File: src/core/dac_load_map.svh
// constants for the octal converter load control: widths, codes, pin-facing figures
// assumes inclusion by both the package consumers and the design modules
`ifndef DAC_LOAD_MAP_SVH
`define DAC_LOAD_MAP_SVH
`define DL_SHIFT_BITS      24
`define DL_CODE_BITS       16
`define DL_CHANNELS        8
`define DL_ADDR_BITS       7
`define DL_ADDR_HIGH       5'h03
`define DL_CODE_ZERO       16'h0000
`define DL_CODE_MID        16'h8000
`define DL_CMD_LSB         20
`define DL_CHAN_LSB        16
`define DL_CMD_WRITE_IN    4'h1
`define DL_CMD_WRITE_BOTH  4'h3
`define DL_CMD_LOAD_SEL    4'h2
`define DL_GAIN_ONE        2'h1
`define DL_GAIN_TWO        2'h2
`endif

File: src/core/dac_load_pkg.sv
// types shared by the load control and its serial front end
// assumes dac_load_map.svh supplies the numeric constants
`include "dac_load_map.svh"
package dac_load_pkg;
  // one finished 24-bit frame split into fields
  typedef struct packed {
    logic [3:0]  cmd;
    logic [3:0]  chan;
    logic [15:0] code;
  } frame_s;
  typedef enum logic [1:0] {
    ST_IDLE  = 2'b00,
    ST_ADDR  = 2'b01,
    ST_DATA  = 2'b10,
    ST_SKIP  = 2'b11
  } link_state_e;
endpackage

File: src/core/dac_serial_rx.sv
// two-wire receiver: address match, 24-bit shift register, open-drain acknowledge
// assumes scl and sda inputs already synchronous to clk_sys
`timescale 1ns/1ps
`include "dac_load_map.svh"
module dac_serial_rx #(
  parameter int SHIFT_BITS = `DL_SHIFT_BITS
) (
  input  wire logic                   clk_sys,
  input  wire logic                   rst,
  input  wire logic                   scl_in,
  input  wire logic                   sda_in,
  input  wire logic [6:0]             own_addr,
  output logic                        sda_out,
  output logic                        sda_oe,
  output logic                        frame_valid,
  output dac_load_pkg::frame_s        frame
);
  initial begin
    if (SHIFT_BITS != `DL_SHIFT_BITS) $error("shift width must be 24");
  end

  logic                 scl_q;
  logic                 sda_q;
  logic [SHIFT_BITS-1:0] shift_q;
  logic [4:0]           count_q;
  logic                 ack_q;
  dac_load_pkg::link_state_e state_q;
  wire scl_rise = scl_in & ~scl_q;
  wire scl_fall = ~scl_in & scl_q;
  wire start_c  = scl_in & scl_q & sda_q & ~sda_in;
  wire stop_c   = scl_in & scl_q & ~sda_q & sda_in;

  // line history for edge and start/stop detection
  always_ff @(posedge clk_sys) begin
    if (rst) begin
      scl_q <= 1'b1;
      sda_q <= 1'b1;
    end else begin
      scl_q <= scl_in;
      sda_q <= sda_in;
    end
  end

  // bits are sampled on scl rise, one per clock, into the shift register
  always_ff @(posedge clk_sys) begin
    if (rst) begin
      state_q     <= dac_load_pkg::ST_IDLE;
      shift_q     <= '0;
      count_q     <= 5'h00;
      ack_q       <= 1'b0;
      frame_valid <= 1'b0;
      frame       <= '0;
    end else begin
      frame_valid <= 1'b0;
      if (start_c) begin
        state_q <= dac_load_pkg::ST_ADDR;
        count_q <= 5'h00;
        ack_q   <= 1'b0;
      end else if (stop_c) begin
        state_q <= dac_load_pkg::ST_IDLE;
        ack_q   <= 1'b0;
      end else if (scl_rise && !ack_q) begin
        case (state_q)
          dac_load_pkg::ST_ADDR: begin
            shift_q <= {shift_q[SHIFT_BITS-2:0], sda_in};
            count_q <= count_q + 5'h01;
          end
          dac_load_pkg::ST_DATA: begin
            shift_q <= {shift_q[SHIFT_BITS-2:0], sda_in};
            count_q <= count_q + 5'h01;
          end
          default: ;
        endcase
      end else if (scl_fall) begin
        if (ack_q) begin
          ack_q <= 1'b0;
        end else begin
          case (state_q)
            dac_load_pkg::ST_ADDR: begin
              if (count_q == 5'h08) begin
                // write-only slave: read requests are not acknowledged
                if (shift_q[7:1] == own_addr && !shift_q[0]) begin
                  ack_q   <= 1'b1;
                  state_q <= dac_load_pkg::ST_DATA;
                end else begin
                  state_q <= dac_load_pkg::ST_SKIP;
                end
                count_q <= 5'h00;
              end
            end
            dac_load_pkg::ST_DATA: begin
              if (count_q[2:0] == 3'h0 && count_q != 5'h00) begin
                ack_q <= 1'b1;
                if (count_q == 5'(SHIFT_BITS)) begin
                  frame_valid <= 1'b1;
                  frame       <= shift_q;
                  count_q     <= 5'h00;
                end
              end
            end
            default: ;
          endcase
        end
      end
    end
  end

  // open drain: only ever pulls low, pull-up gives the high level
  assign sda_out = 1'b0;
  assign sda_oe  = ack_q;

  a_ack_low: assert property (@(posedge clk_sys) disable iff (rst)
    sda_oe |-> !sda_out) else $error("sda driven high");
endmodule

File: src/core/dac_load_ctrl.sv
// octal 16-bit converter digital control: serial frames, input and output registers
// assumes all pins synchronous to clk_sys; reset_n is the device reset pin
//
// Summary of operation
// - serial bits shift into 24-bit register
// - address bits 0 and 1 from straps
// - data line open drain, pull low only
// - span strap selects gain one or two
// - power-up to zero or midscale by strap
// - load strobe low copies pending inputs out
// - strobe async, sync, or tied low
// - reset pin acts on falling edge
// - reset low ignores load strobe
// - reset loads input and output registers
`timescale 1ns/1ps
`include "dac_load_map.svh"
module dac_load_ctrl #(
  parameter int          CHANNELS  = `DL_CHANNELS,
  parameter int          CODE_BITS = `DL_CODE_BITS,
  parameter logic [4:0]  ADDR_HIGH = `DL_ADDR_HIGH
) (
  input  wire logic                        clk_sys,
  input  wire logic                        rst,
  input  wire logic                        scl_in,
  input  wire logic                        sda_in,
  output logic                             sda_out,
  output logic                             sda_oe,
  input  wire logic                        addr_strap_bit0,
  input  wire logic                        addr_strap_bit1,
  input  wire logic                        span_select,
  input  wire logic                        reset_level_select,
  input  wire logic                        load_strobe_n,
  input  wire logic                        reset_n,
  output logic [1:0]                       gain_q,
  output logic [CHANNELS*CODE_BITS-1:0]    out_code_q,
  output logic [CHANNELS-1:0]              out_update_q
);
  initial begin
    if (CHANNELS != `DL_CHANNELS) $error("exactly eight channels served");
    if (CODE_BITS != `DL_CODE_BITS) $error("code width must be 16");
  end

  logic [CODE_BITS-1:0] in_reg_q [CHANNELS];
  logic [CODE_BITS-1:0] out_reg_q [CHANNELS];
  logic [CHANNELS-1:0]  pending_q;
  logic                 load_strobe_n_q;
  logic                 rstn_q;
  logic                 sel_q;
  logic                 frame_valid;
  logic                 sda_out_c;
  logic                 sda_oe_c;
  dac_load_pkg::frame_s frame;
  logic [6:0]           own_addr;

  // address straps fill the two low bits of the slave address
  assign own_addr = {ADDR_HIGH, addr_strap_bit1, addr_strap_bit0};

  dac_serial_rx #(
    .SHIFT_BITS (`DL_SHIFT_BITS)
  ) u_rx (
    .clk_sys     (clk_sys),
    .rst         (rst),
    .scl_in      (scl_in),
    .sda_in      (sda_in),
    .own_addr    (own_addr),
    .sda_out     (sda_out_c),
    .sda_oe      (sda_oe_c),
    .frame_valid (frame_valid),
    .frame       (frame)
  );

  // register the pin drive so top outputs come from flops
  always_ff @(posedge clk_sys) begin
    if (rst) begin
      sda_out <= 1'b0;
      sda_oe  <= 1'b0;
    end else begin
      sda_out <= sda_out_c;
      sda_oe  <= sda_oe_c;
    end
  end

  // decode a channel field: bit mask of channels addressed by one frame
  function automatic logic [CHANNELS-1:0] chan_mask(input logic [3:0] chan);
    chan_mask = '0;
    if (chan < 4'(CHANNELS)) chan_mask[chan[2:0]] = 1'b1;
  endfunction

  // reset value chosen by strap level
  function automatic logic [CODE_BITS-1:0] reset_code(input logic sel);
    reset_code = sel ? `DL_CODE_MID : `DL_CODE_ZERO;
  endfunction

  // pin history; rstn edge detect makes the reset falling-edge sensitive
  always_ff @(posedge clk_sys) begin
    if (rst) begin
      load_strobe_n_q <= 1'b1;
      rstn_q <= 1'b1;
      sel_q  <= 1'b0;
    end else begin
      load_strobe_n_q <= load_strobe_n;
      rstn_q <= reset_n;
      sel_q  <= reset_level_select;
    end
  end

  wire rst_fall    = rstn_q & ~reset_n;
  wire load_strobe_n_fall   = load_strobe_n_q & ~load_strobe_n;
  // a held-low strobe counts as a standing load request
  wire load_strobe_n_active = ~load_strobe_n & reset_n;
  wire [CHANNELS-1:0] wr_mask = frame_valid ? chan_mask(frame.chan) : '0;
  wire wr_in   = frame_valid && (frame.cmd == `DL_CMD_WRITE_IN);
  wire wr_both = frame_valid && (frame.cmd == `DL_CMD_WRITE_BOTH);
  wire sw_load = frame_valid && (frame.cmd == `DL_CMD_LOAD_SEL);

  // span strap picks gain; sampled each clock since it is a static tie
  always_ff @(posedge clk_sys) begin
    if (rst) begin
      gain_q <= `DL_GAIN_ONE;
    end else begin
      gain_q <= span_select ? `DL_GAIN_TWO : `DL_GAIN_ONE;
    end
  end

  // per-channel input, pending and output registers
  genvar g;
  generate
    for (g = 0; g < CHANNELS; g++) begin : g_chan
      logic first_q;
      always_ff @(posedge clk_sys) begin
        if (rst) begin
          first_q <= 1'b1;
        end else begin
          first_q <= 1'b0;
        end
      end
      // strap caught at the first clock after rst release, not under reset
      always_ff @(posedge clk_sys) begin
        if (rst) begin
          in_reg_q[g]      <= `DL_CODE_ZERO;
          out_reg_q[g]     <= `DL_CODE_ZERO;
          pending_q[g]     <= 1'b0;
          out_update_q[g]  <= 1'b0;
        end else if (first_q) begin
          in_reg_q[g]      <= reset_code(reset_level_select);
          out_reg_q[g]     <= reset_code(reset_level_select);
          out_update_q[g]  <= 1'b1;
        end else if (rst_fall) begin
          in_reg_q[g]      <= reset_code(sel_q);
          out_reg_q[g]     <= reset_code(sel_q);
          pending_q[g]     <= 1'b0;
          out_update_q[g]  <= 1'b1;
        end else begin
          out_update_q[g] <= 1'b0;
          if (wr_mask[g] && (wr_in || wr_both)) begin
            in_reg_q[g] <= frame.code;
          end
          if (wr_mask[g] && wr_both) begin
            out_reg_q[g]    <= frame.code;
            pending_q[g]    <= 1'b0;
            out_update_q[g] <= 1'b1;
          end else if (wr_mask[g] && wr_in && load_strobe_n_active) begin
            out_reg_q[g]    <= frame.code;
            pending_q[g]    <= 1'b0;
            out_update_q[g] <= 1'b1;
          end else if (wr_mask[g] && wr_in) begin
            pending_q[g] <= 1'b1;
          end else if (pending_q[g] && reset_n && (load_strobe_n_fall || load_strobe_n_active
                       || (sw_load && frame.code[g]))) begin
            out_reg_q[g]    <= in_reg_q[g];
            pending_q[g]    <= 1'b0;
            out_update_q[g] <= 1'b1;
          end
        end
      end
      assign out_code_q[g*CODE_BITS +: CODE_BITS] = out_reg_q[g];
    end
  endgenerate

  // assertions and coverage
  a_strobe_ignored: assert property (@(posedge clk_sys) disable iff (rst)
    (!reset_n && !rst_fall && !$past(rst) && !wr_both) |=> $stable(out_code_q))
    else $error("output moved while reset held");
  a_reset_loads: assert property (@(posedge clk_sys) disable iff (rst)
    (rst_fall && !$past(rst) && sel_q) |=> out_code_q[CODE_BITS-1:0] == `DL_CODE_MID)
    else $error("reset did not load midscale");
  a_reset_zero: assert property (@(posedge clk_sys) disable iff (rst)
    (rst_fall && !$past(rst) && !sel_q) |=> out_code_q[CODE_BITS-1:0] == `DL_CODE_ZERO)
    else $error("reset did not load zero");
  a_gain_span: assert property (@(posedge clk_sys) disable iff (rst)
    span_select |=> gain_q == `DL_GAIN_TWO)
    else $error("span strap ignored");
  a_load_strobe_n_copy: assert property (@(posedge clk_sys) disable iff (rst)
    (pending_q[0] && load_strobe_n_fall && reset_n && !rst_fall && !wr_mask[0])
    |=> !pending_q[0] && out_code_q[CODE_BITS-1:0] == $past(in_reg_q[0]))
    else $error("load strobe did not copy");
  a_tied_low: assert property (@(posedge clk_sys) disable iff (rst)
    (wr_in && wr_mask[0] && load_strobe_n_active && !rst_fall && !$past(rst))
    |=> out_code_q[CODE_BITS-1:0] == $past(frame.code))
    else $error("held strobe no transfer");
  a_powerup: assert property (@(posedge clk_sys)
    ($fell(rst) && reset_level_select) |=> out_code_q[CODE_BITS-1:0] == `DL_CODE_MID)
    else $error("power-up midscale missing");
  a_addr_strap: assert property (@(posedge clk_sys) disable iff (rst)
    own_addr[1:0] == {addr_strap_bit1, addr_strap_bit0})
    else $error("address strap mismatch");
  c_frame: cover property (@(posedge clk_sys) disable iff (rst) frame_valid);
  c_load_strobe_n: cover property (@(posedge clk_sys) disable iff (rst) load_strobe_n_fall && |pending_q);
  c_reset: cover property (@(posedge clk_sys) disable iff (rst) rst_fall);
  c_both: cover property (@(posedge clk_sys) disable iff (rst) wr_both);
endmodule

File: config.mk
export PLATFORM = sky130hd
export DESIGN_NAME = dac_load_ctrl
export DESIGN_NICKNAME = d
export VERILOG_FILES = /design/src/core/dac_load_pkg.sv /design/src/core/dac_serial_rx.sv /design/src/core/dac_load_ctrl.sv
export VERILOG_INCLUDE_DIRS = /design/src /design/src/core
export SDC_FILE = /design/constraint.sdc
export NUM_CORES = 1
export LEC_CHECK = 0
export ABC_AREA = 1
export BUFFER_PORTS_ARGS = -buffer_cell sky130_fd_sc_hd__buf_2
export CAP_MARGIN = 20
export CORE_ASPECT_RATIO = 1.75
export CORE_MARGIN = 2
export CORE_UTILIZATION = 47
export CTS_CLUSTER_DIAMETER = 200
export DETAILED_ROUTE_END_ITERATION = 6
export PLACE_DENSITY = 0.73
export SETUP_SLACK_MARGIN = 0.4
export SYNTH_ARGS = -nofsm -noshare
export SYNTH_HDL_FRONTEND = slang
export SYNTH_SLANG_ARGS = --single-unit
File: constraint.sdc
create_clock -name clk_sys -period 5.11 [get_ports clk_sys]
set_input_delay 1.533 -clock clk_sys [delete_from_list [all_inputs] [get_ports clk_sys]]
set_output_delay 1.533 -clock clk_sys [all_outputs]
set_load 0.02 [all_outputs]
; ---- Yosys cells after proc, flatten, opt, wreduce, memory -nomap -nowiden
; Memories as Yosys holds them, arrays and structs flattened.
; Index checks and enable logic that the tools add are counted.
[totals]
ff_bits = 82
ram_bits = 256
inputBits = 10
out_inout_bits = 140
wordCells = 616
mem_count = 2
[memory_table]
columns = name, words, word_bits, rd, rd_clocked_by_memory_dff, write_ports, line_no
row1 = in_reg_q, 8, 16, 8, 0, 8, dac_load_ctrl.sv:43  ; logic [CODE_BITS-1:0] in_reg_q [CHANNELS];
row2 = out_reg_q, 8, 16, 8, 0, 8, dac_load_ctrl.sv:44  ; logic [CODE_BITS-1:0] out_reg_q [CHANNELS];
[classes]
add_sub_neg = 1
n_lt_le_gt_ge = 3
eq_ne = 15
n_mux = 366
bitwise_logic = 88
n_reduce_logical = 108
[ops]
columns = op, n
row1 = 16-bit 2-to-1 mux, 66
row2 = 1-bit 2-to-1 mux, 287
row3 = 1-bit OR, 64
row4 = 1-bit logical AND, 63
row5 = 5-bit nonzero test, 9
row6 = 5-bit 2-to-1 mux, 7
row7 = 2-bit AND reduction, 9
row8 = 8-bit 2-to-1 mux, 2
row9 = 8-bit AND reduction, 2
row10 = 1-bit NOT, 14
row11 = "3-bit by 1-bit inequality test with 1-bit output, second input constant", 4
row12 = 3-bit nonzero test, 4
row13 = 1-bit bitwise AND, 10
row14 = 1-bit logical OR, 10
row15 = 5-bit one-hot mux with 2 select lines, 1
row16 = 5-bit AND reduction, 2
row17 = "4-bit by 2-bit == test with 1-bit output, second input constant", 2
row18 = 8-bit OR reduction, 1
row19 = 7-bit by 4-bit == test with 1-bit output, 1
row20 = "5-bit by 1-bit adder with 5-bit output, second input constant", 1
row21 = "5-bit by 4-bit == test with 1-bit output, second input constant", 1
row22 = "5-bit == test, second input constant", 1
row23 = "4-bit by 1-bit == test with 1-bit output, second input constant", 1
row24 = "3-bit by 4-bit less-than comparator with 1-bit output, second input constant", 1
row25 = 15 further kinds, 18

; ---- Depth between registers and ports, before layout
[logic_depth]
depth_word = 16
ltp_mapped = 13
ltp_nobuf = 12

; ---- By module
; A second synthesis with hierarchy kept.
[hier_totals]
hier_cells = 1514
area_unflattened_um2 = 14641.5
[modules_own_cells]
columns = mod, instances, cells_each, area_each_um2, seq_area_each_um2
row1 = dac_load_ctrl, 1, 1175, 12150.4, 8167.8
row2 = dac_serial_rx, 1, 339, 2491.1, 1181.1

; ---- Worst setup path before layout
; OpenSTA, ideal clock, no wires.
[synth_timing]
path_kind = input to register
startpoint = input reset_n
endpoint = memory out_reg_q[1][32] in the netlist's numbering, enable pin
setup_time_ns = 0.416
arrival_ns = 3.001
t_required_ns = 4.694
slack_ns = 1.693
stages = 7
n_path_buf = 2
path_cell_list = inv_1 nand2_1 nand3_2 buf_6 a21oi_2 buf_2 nand3_1
[synth_rtl]
columns = element, line_no
row1 = "start, declared", dac_load_ctrl.sv:33  ; input wire logic reset_n,
row2 = "end, declared", dac_load_ctrl.sv:44

==> run summary <==
commonest non-fill, non-tap cell in the layout -> nor2_1
Post-Syn Nets -> 1450
CP Class -> input pin to register
post-CTS sizing -> 0
WL final -> 37800 µm
Max Fclk -> 246 MHz
Clock Tree Root -> clkbuf_16
# setup viols final -> 0
startpoint types -> input pin
Worst Reg-to-Reg Cells -> 5
gr usage total -> 0.237
post-synthesis adder-cell area fraction -> 0.00350
Slew HR -> 0.381
Avg Cell Area, Syn -> 9.96 µm²
fin crit share -> 0.796
NumNets Final -> 1574
Netlist cell types -> 37
Simple-Gate Fraction of Synth Area -> 0.213
Crit. End Element -> register
post-synthesis cell count -> 1436
hold_sp -> u_rx.sda_oe$_SDFFE_PP0P_
clock sink count -> 338
CP Launch Point -> reset_n
PD cells -> 342 nW/µm²
VDD IR max -> 0.000252 V
GRT Residual Overflow -> 0
vias per inst -> 5.44
post-synthesis mux area share -> 0
Worst Path Required -> 5.30 ns
Hold WC Path Type -> register to register
Clock Skews -> 0.0118 ns
top_reg_cell synth -> edfxtp_1
YS warnings -> 0
Yosys reg bits -> 338
first-pass iteration count of the detailed router -> 5
CTS max path bufs -> 3
DPL Wire Length -> 26000 µm
XOR/XNOR Fraction of Synth Area -> 0.00123
setup TNS -> 0 ns
# diodes -> 0
antenna-violating nets left -> 0
largest family of logic cells by synthesized area -> simple AND/OR/NAND/NOR gates
Die Footprint -> 31900 µm²
core box area -> 30000 µm²
boundary pin count -> 150
routed len/inst -> 19.2 µm
worst slew pin tran -> 0.924 ns
WHS Path Cells -> 2
Initial Util -> 0.477
Reg2Reg Setup Slack -> 1.82 ns
Hold EP -> sda_oe$_SDFF_PP0_
post-route minimum period -> 4.07 ns
hold buffers post-CTS -> 0
vias in the first global route -> 10007
Final Max Tran Viols -> 0
gp weighted congestion -> 0.964
number of H-tree levels -> 1
sequential area share after synthesis -> 0.652
worst r2r dst -> in_reg_q[1][46]$_SDFFCE_PN0P_
RSZ-0062 raised after global routing -> no
final hold vios -> 0
cell area after synthesis -> 14300 µm²
fraction of registers with async set/reset -> 0
Reg-to-Reg Start -> g_chan[7].first_q$_DFF_P_
DR iter-0 viols -> 1167
Clock transition at path regs -> 0.07 ns
Port Buffers -> 148
Pwr Total -> 5.60 mW
Inserted Clock Buffers -> 29
Max FO, Critical Path -> 17
Worst EP arrival -> 4.26 ns
hold_ws -> 0.480 ns
Max Cap Viol -> 0
Setup Buffers After CTS -> 0
first-pass GRT wire length -> 56800 µm
Clock Latency Late Sink -> 0.55 ns
DRC violations left -> 0
routed vias -> 10716
status -> finished clean
most frequent cells in the layout -> nor2_1 (263), edfxtp_1 (256), nand2_1 (251), buf_2 (148), nand3_1 (136)
share of layout cells above drive strength 1 -> 0.175
Pleak -> 6.67 nW
Compound-Gate Fraction of Synth Area -> 0.0829
initial antenna violation count -> 1
Die Y -> 235 µm
Die W -> 136 µm
Rows -> 84
pin count of the biggest net entering global routing -> 63
Layout area overhead -> 14.4%
Post-synth EDFFs -> 256
CTS tree -> yes
[cell type report]
type | count | area (µm²)
Inverter | 74 | 278
Multi-Input combinational cell | 937 | 4300
Fill cell | 2591 | 13600
Clock inverter | 17 | 143
Timing Repair Buffer | 180 | 981
Sequential cell | 338 | 9330
Tap cell | 387 | 484
Clock buffer | 36 | 846
[power by group]
group          internal, mW  switching [mW]  leakage, nW  total, mW
clock                  1.28           0.983        0.492       2.26
sequential             3.05          0.0367         3.60       3.08
combinational        0.0610           0.195         2.57      0.256
[kinds of logic (layout without fill, tap and decap cells)]
logic type | count (synthesis) | count (layout)
buf+inv | 161 | 307
compound gates | 225 | 225
fa+ha+maj | 4 | 4
flops | 338 | 338
other cells | 1 | 1
simple gates | 705 | 705
xor+xnor | 2 | 2
[stage by stage]
step | instance area [µm²] | instances | utilization | worst slack (ns)
finish | 16400 | 1969 | 0.546 | 1.04
global route | 16400 | 1969 | 0.546 | 0.823
CTS | 16400 | 1969 | 0.546 | 1.10
detailed placement | 15400 | 1916 | 0.513 | 0.515
global placement | 15400 | 1916 | 0.513 | 0.736
floorplan | 14300 | 1436 | - | 1.69
[Yosys cell counts, drive strengths merged (8+ instances only)]
cell,number,area share
nor2,285,0.079
nor3,9,0.0042
a21oi,108,0.040
buf,33,0.014
inv,68,0.018
o21ai,107,0.037
nand3,143,0.053
edfxtp,256,0.54
nand2,254,0.067
clkbuf,54,0.014
a21boi,8,0.0042
dfxtp,82,0.11
[per-layer routing]
metal | GRT usage | wire length (µm) | vias up
met3 | 0.0339 | 3100 | 122
met1 | 0.274 | 12900 | 4994
met4 | 0.144 | 2560 | 2
met2 | 0.410 | 19200 | 502
li1 | - | - | 5096
met5 | 0 | 8 | -
[critical path, stage by stage]
cell and delay [ns]:
buf_2 0.23, inv_1 0.12, nand2_1 0.32, nand3_2 0.35
nor2_2 0.57, nand2_1 0.47, nand2_1 0.65
[state kept, by name, summed over array words and instances (netlist names)]
signal,count
in_reg_q,128
out_reg_q,128
u_rx.frame,24
u_rx.shift_q,24
out_update_q,8
pending_q,8
u_rx.count_q,5
gain_q,2
u_rx.state_q,2
g_chan.first_q,1
load_strobe_n_q,1
rstn_q,1
sda_oe,1
sel_q,1
u_rx.frame_valid,1
u_rx.scl_q,1
u_rx.sda_oe,1
u_rx.sda_q,1
[how the worst max path moves through the flow]
| stage | end | slack, ns |
|---|---|---|
| finish | in_reg_q[1][46]$_SDFFCE_PN0P_ | 1.04 |
| global route | in_reg_q[1][46]$_SDFFCE_PN0P_ | 0.82 |
| CTS | in_reg_q[1][46]$_SDFFCE_PN0P_ | 1.10 |
| detailed placement | in_reg_q[1][46]$_SDFFCE_PN0P_ | 0.51 |
| global placement | in_reg_q[1][33]$_SDFFCE_PN0P_ | 0.74 |
| floorplan | out_reg_q[1][32]$_DFFE_PP_ | 1.69 |
Power figures use the tool's default switching activity.
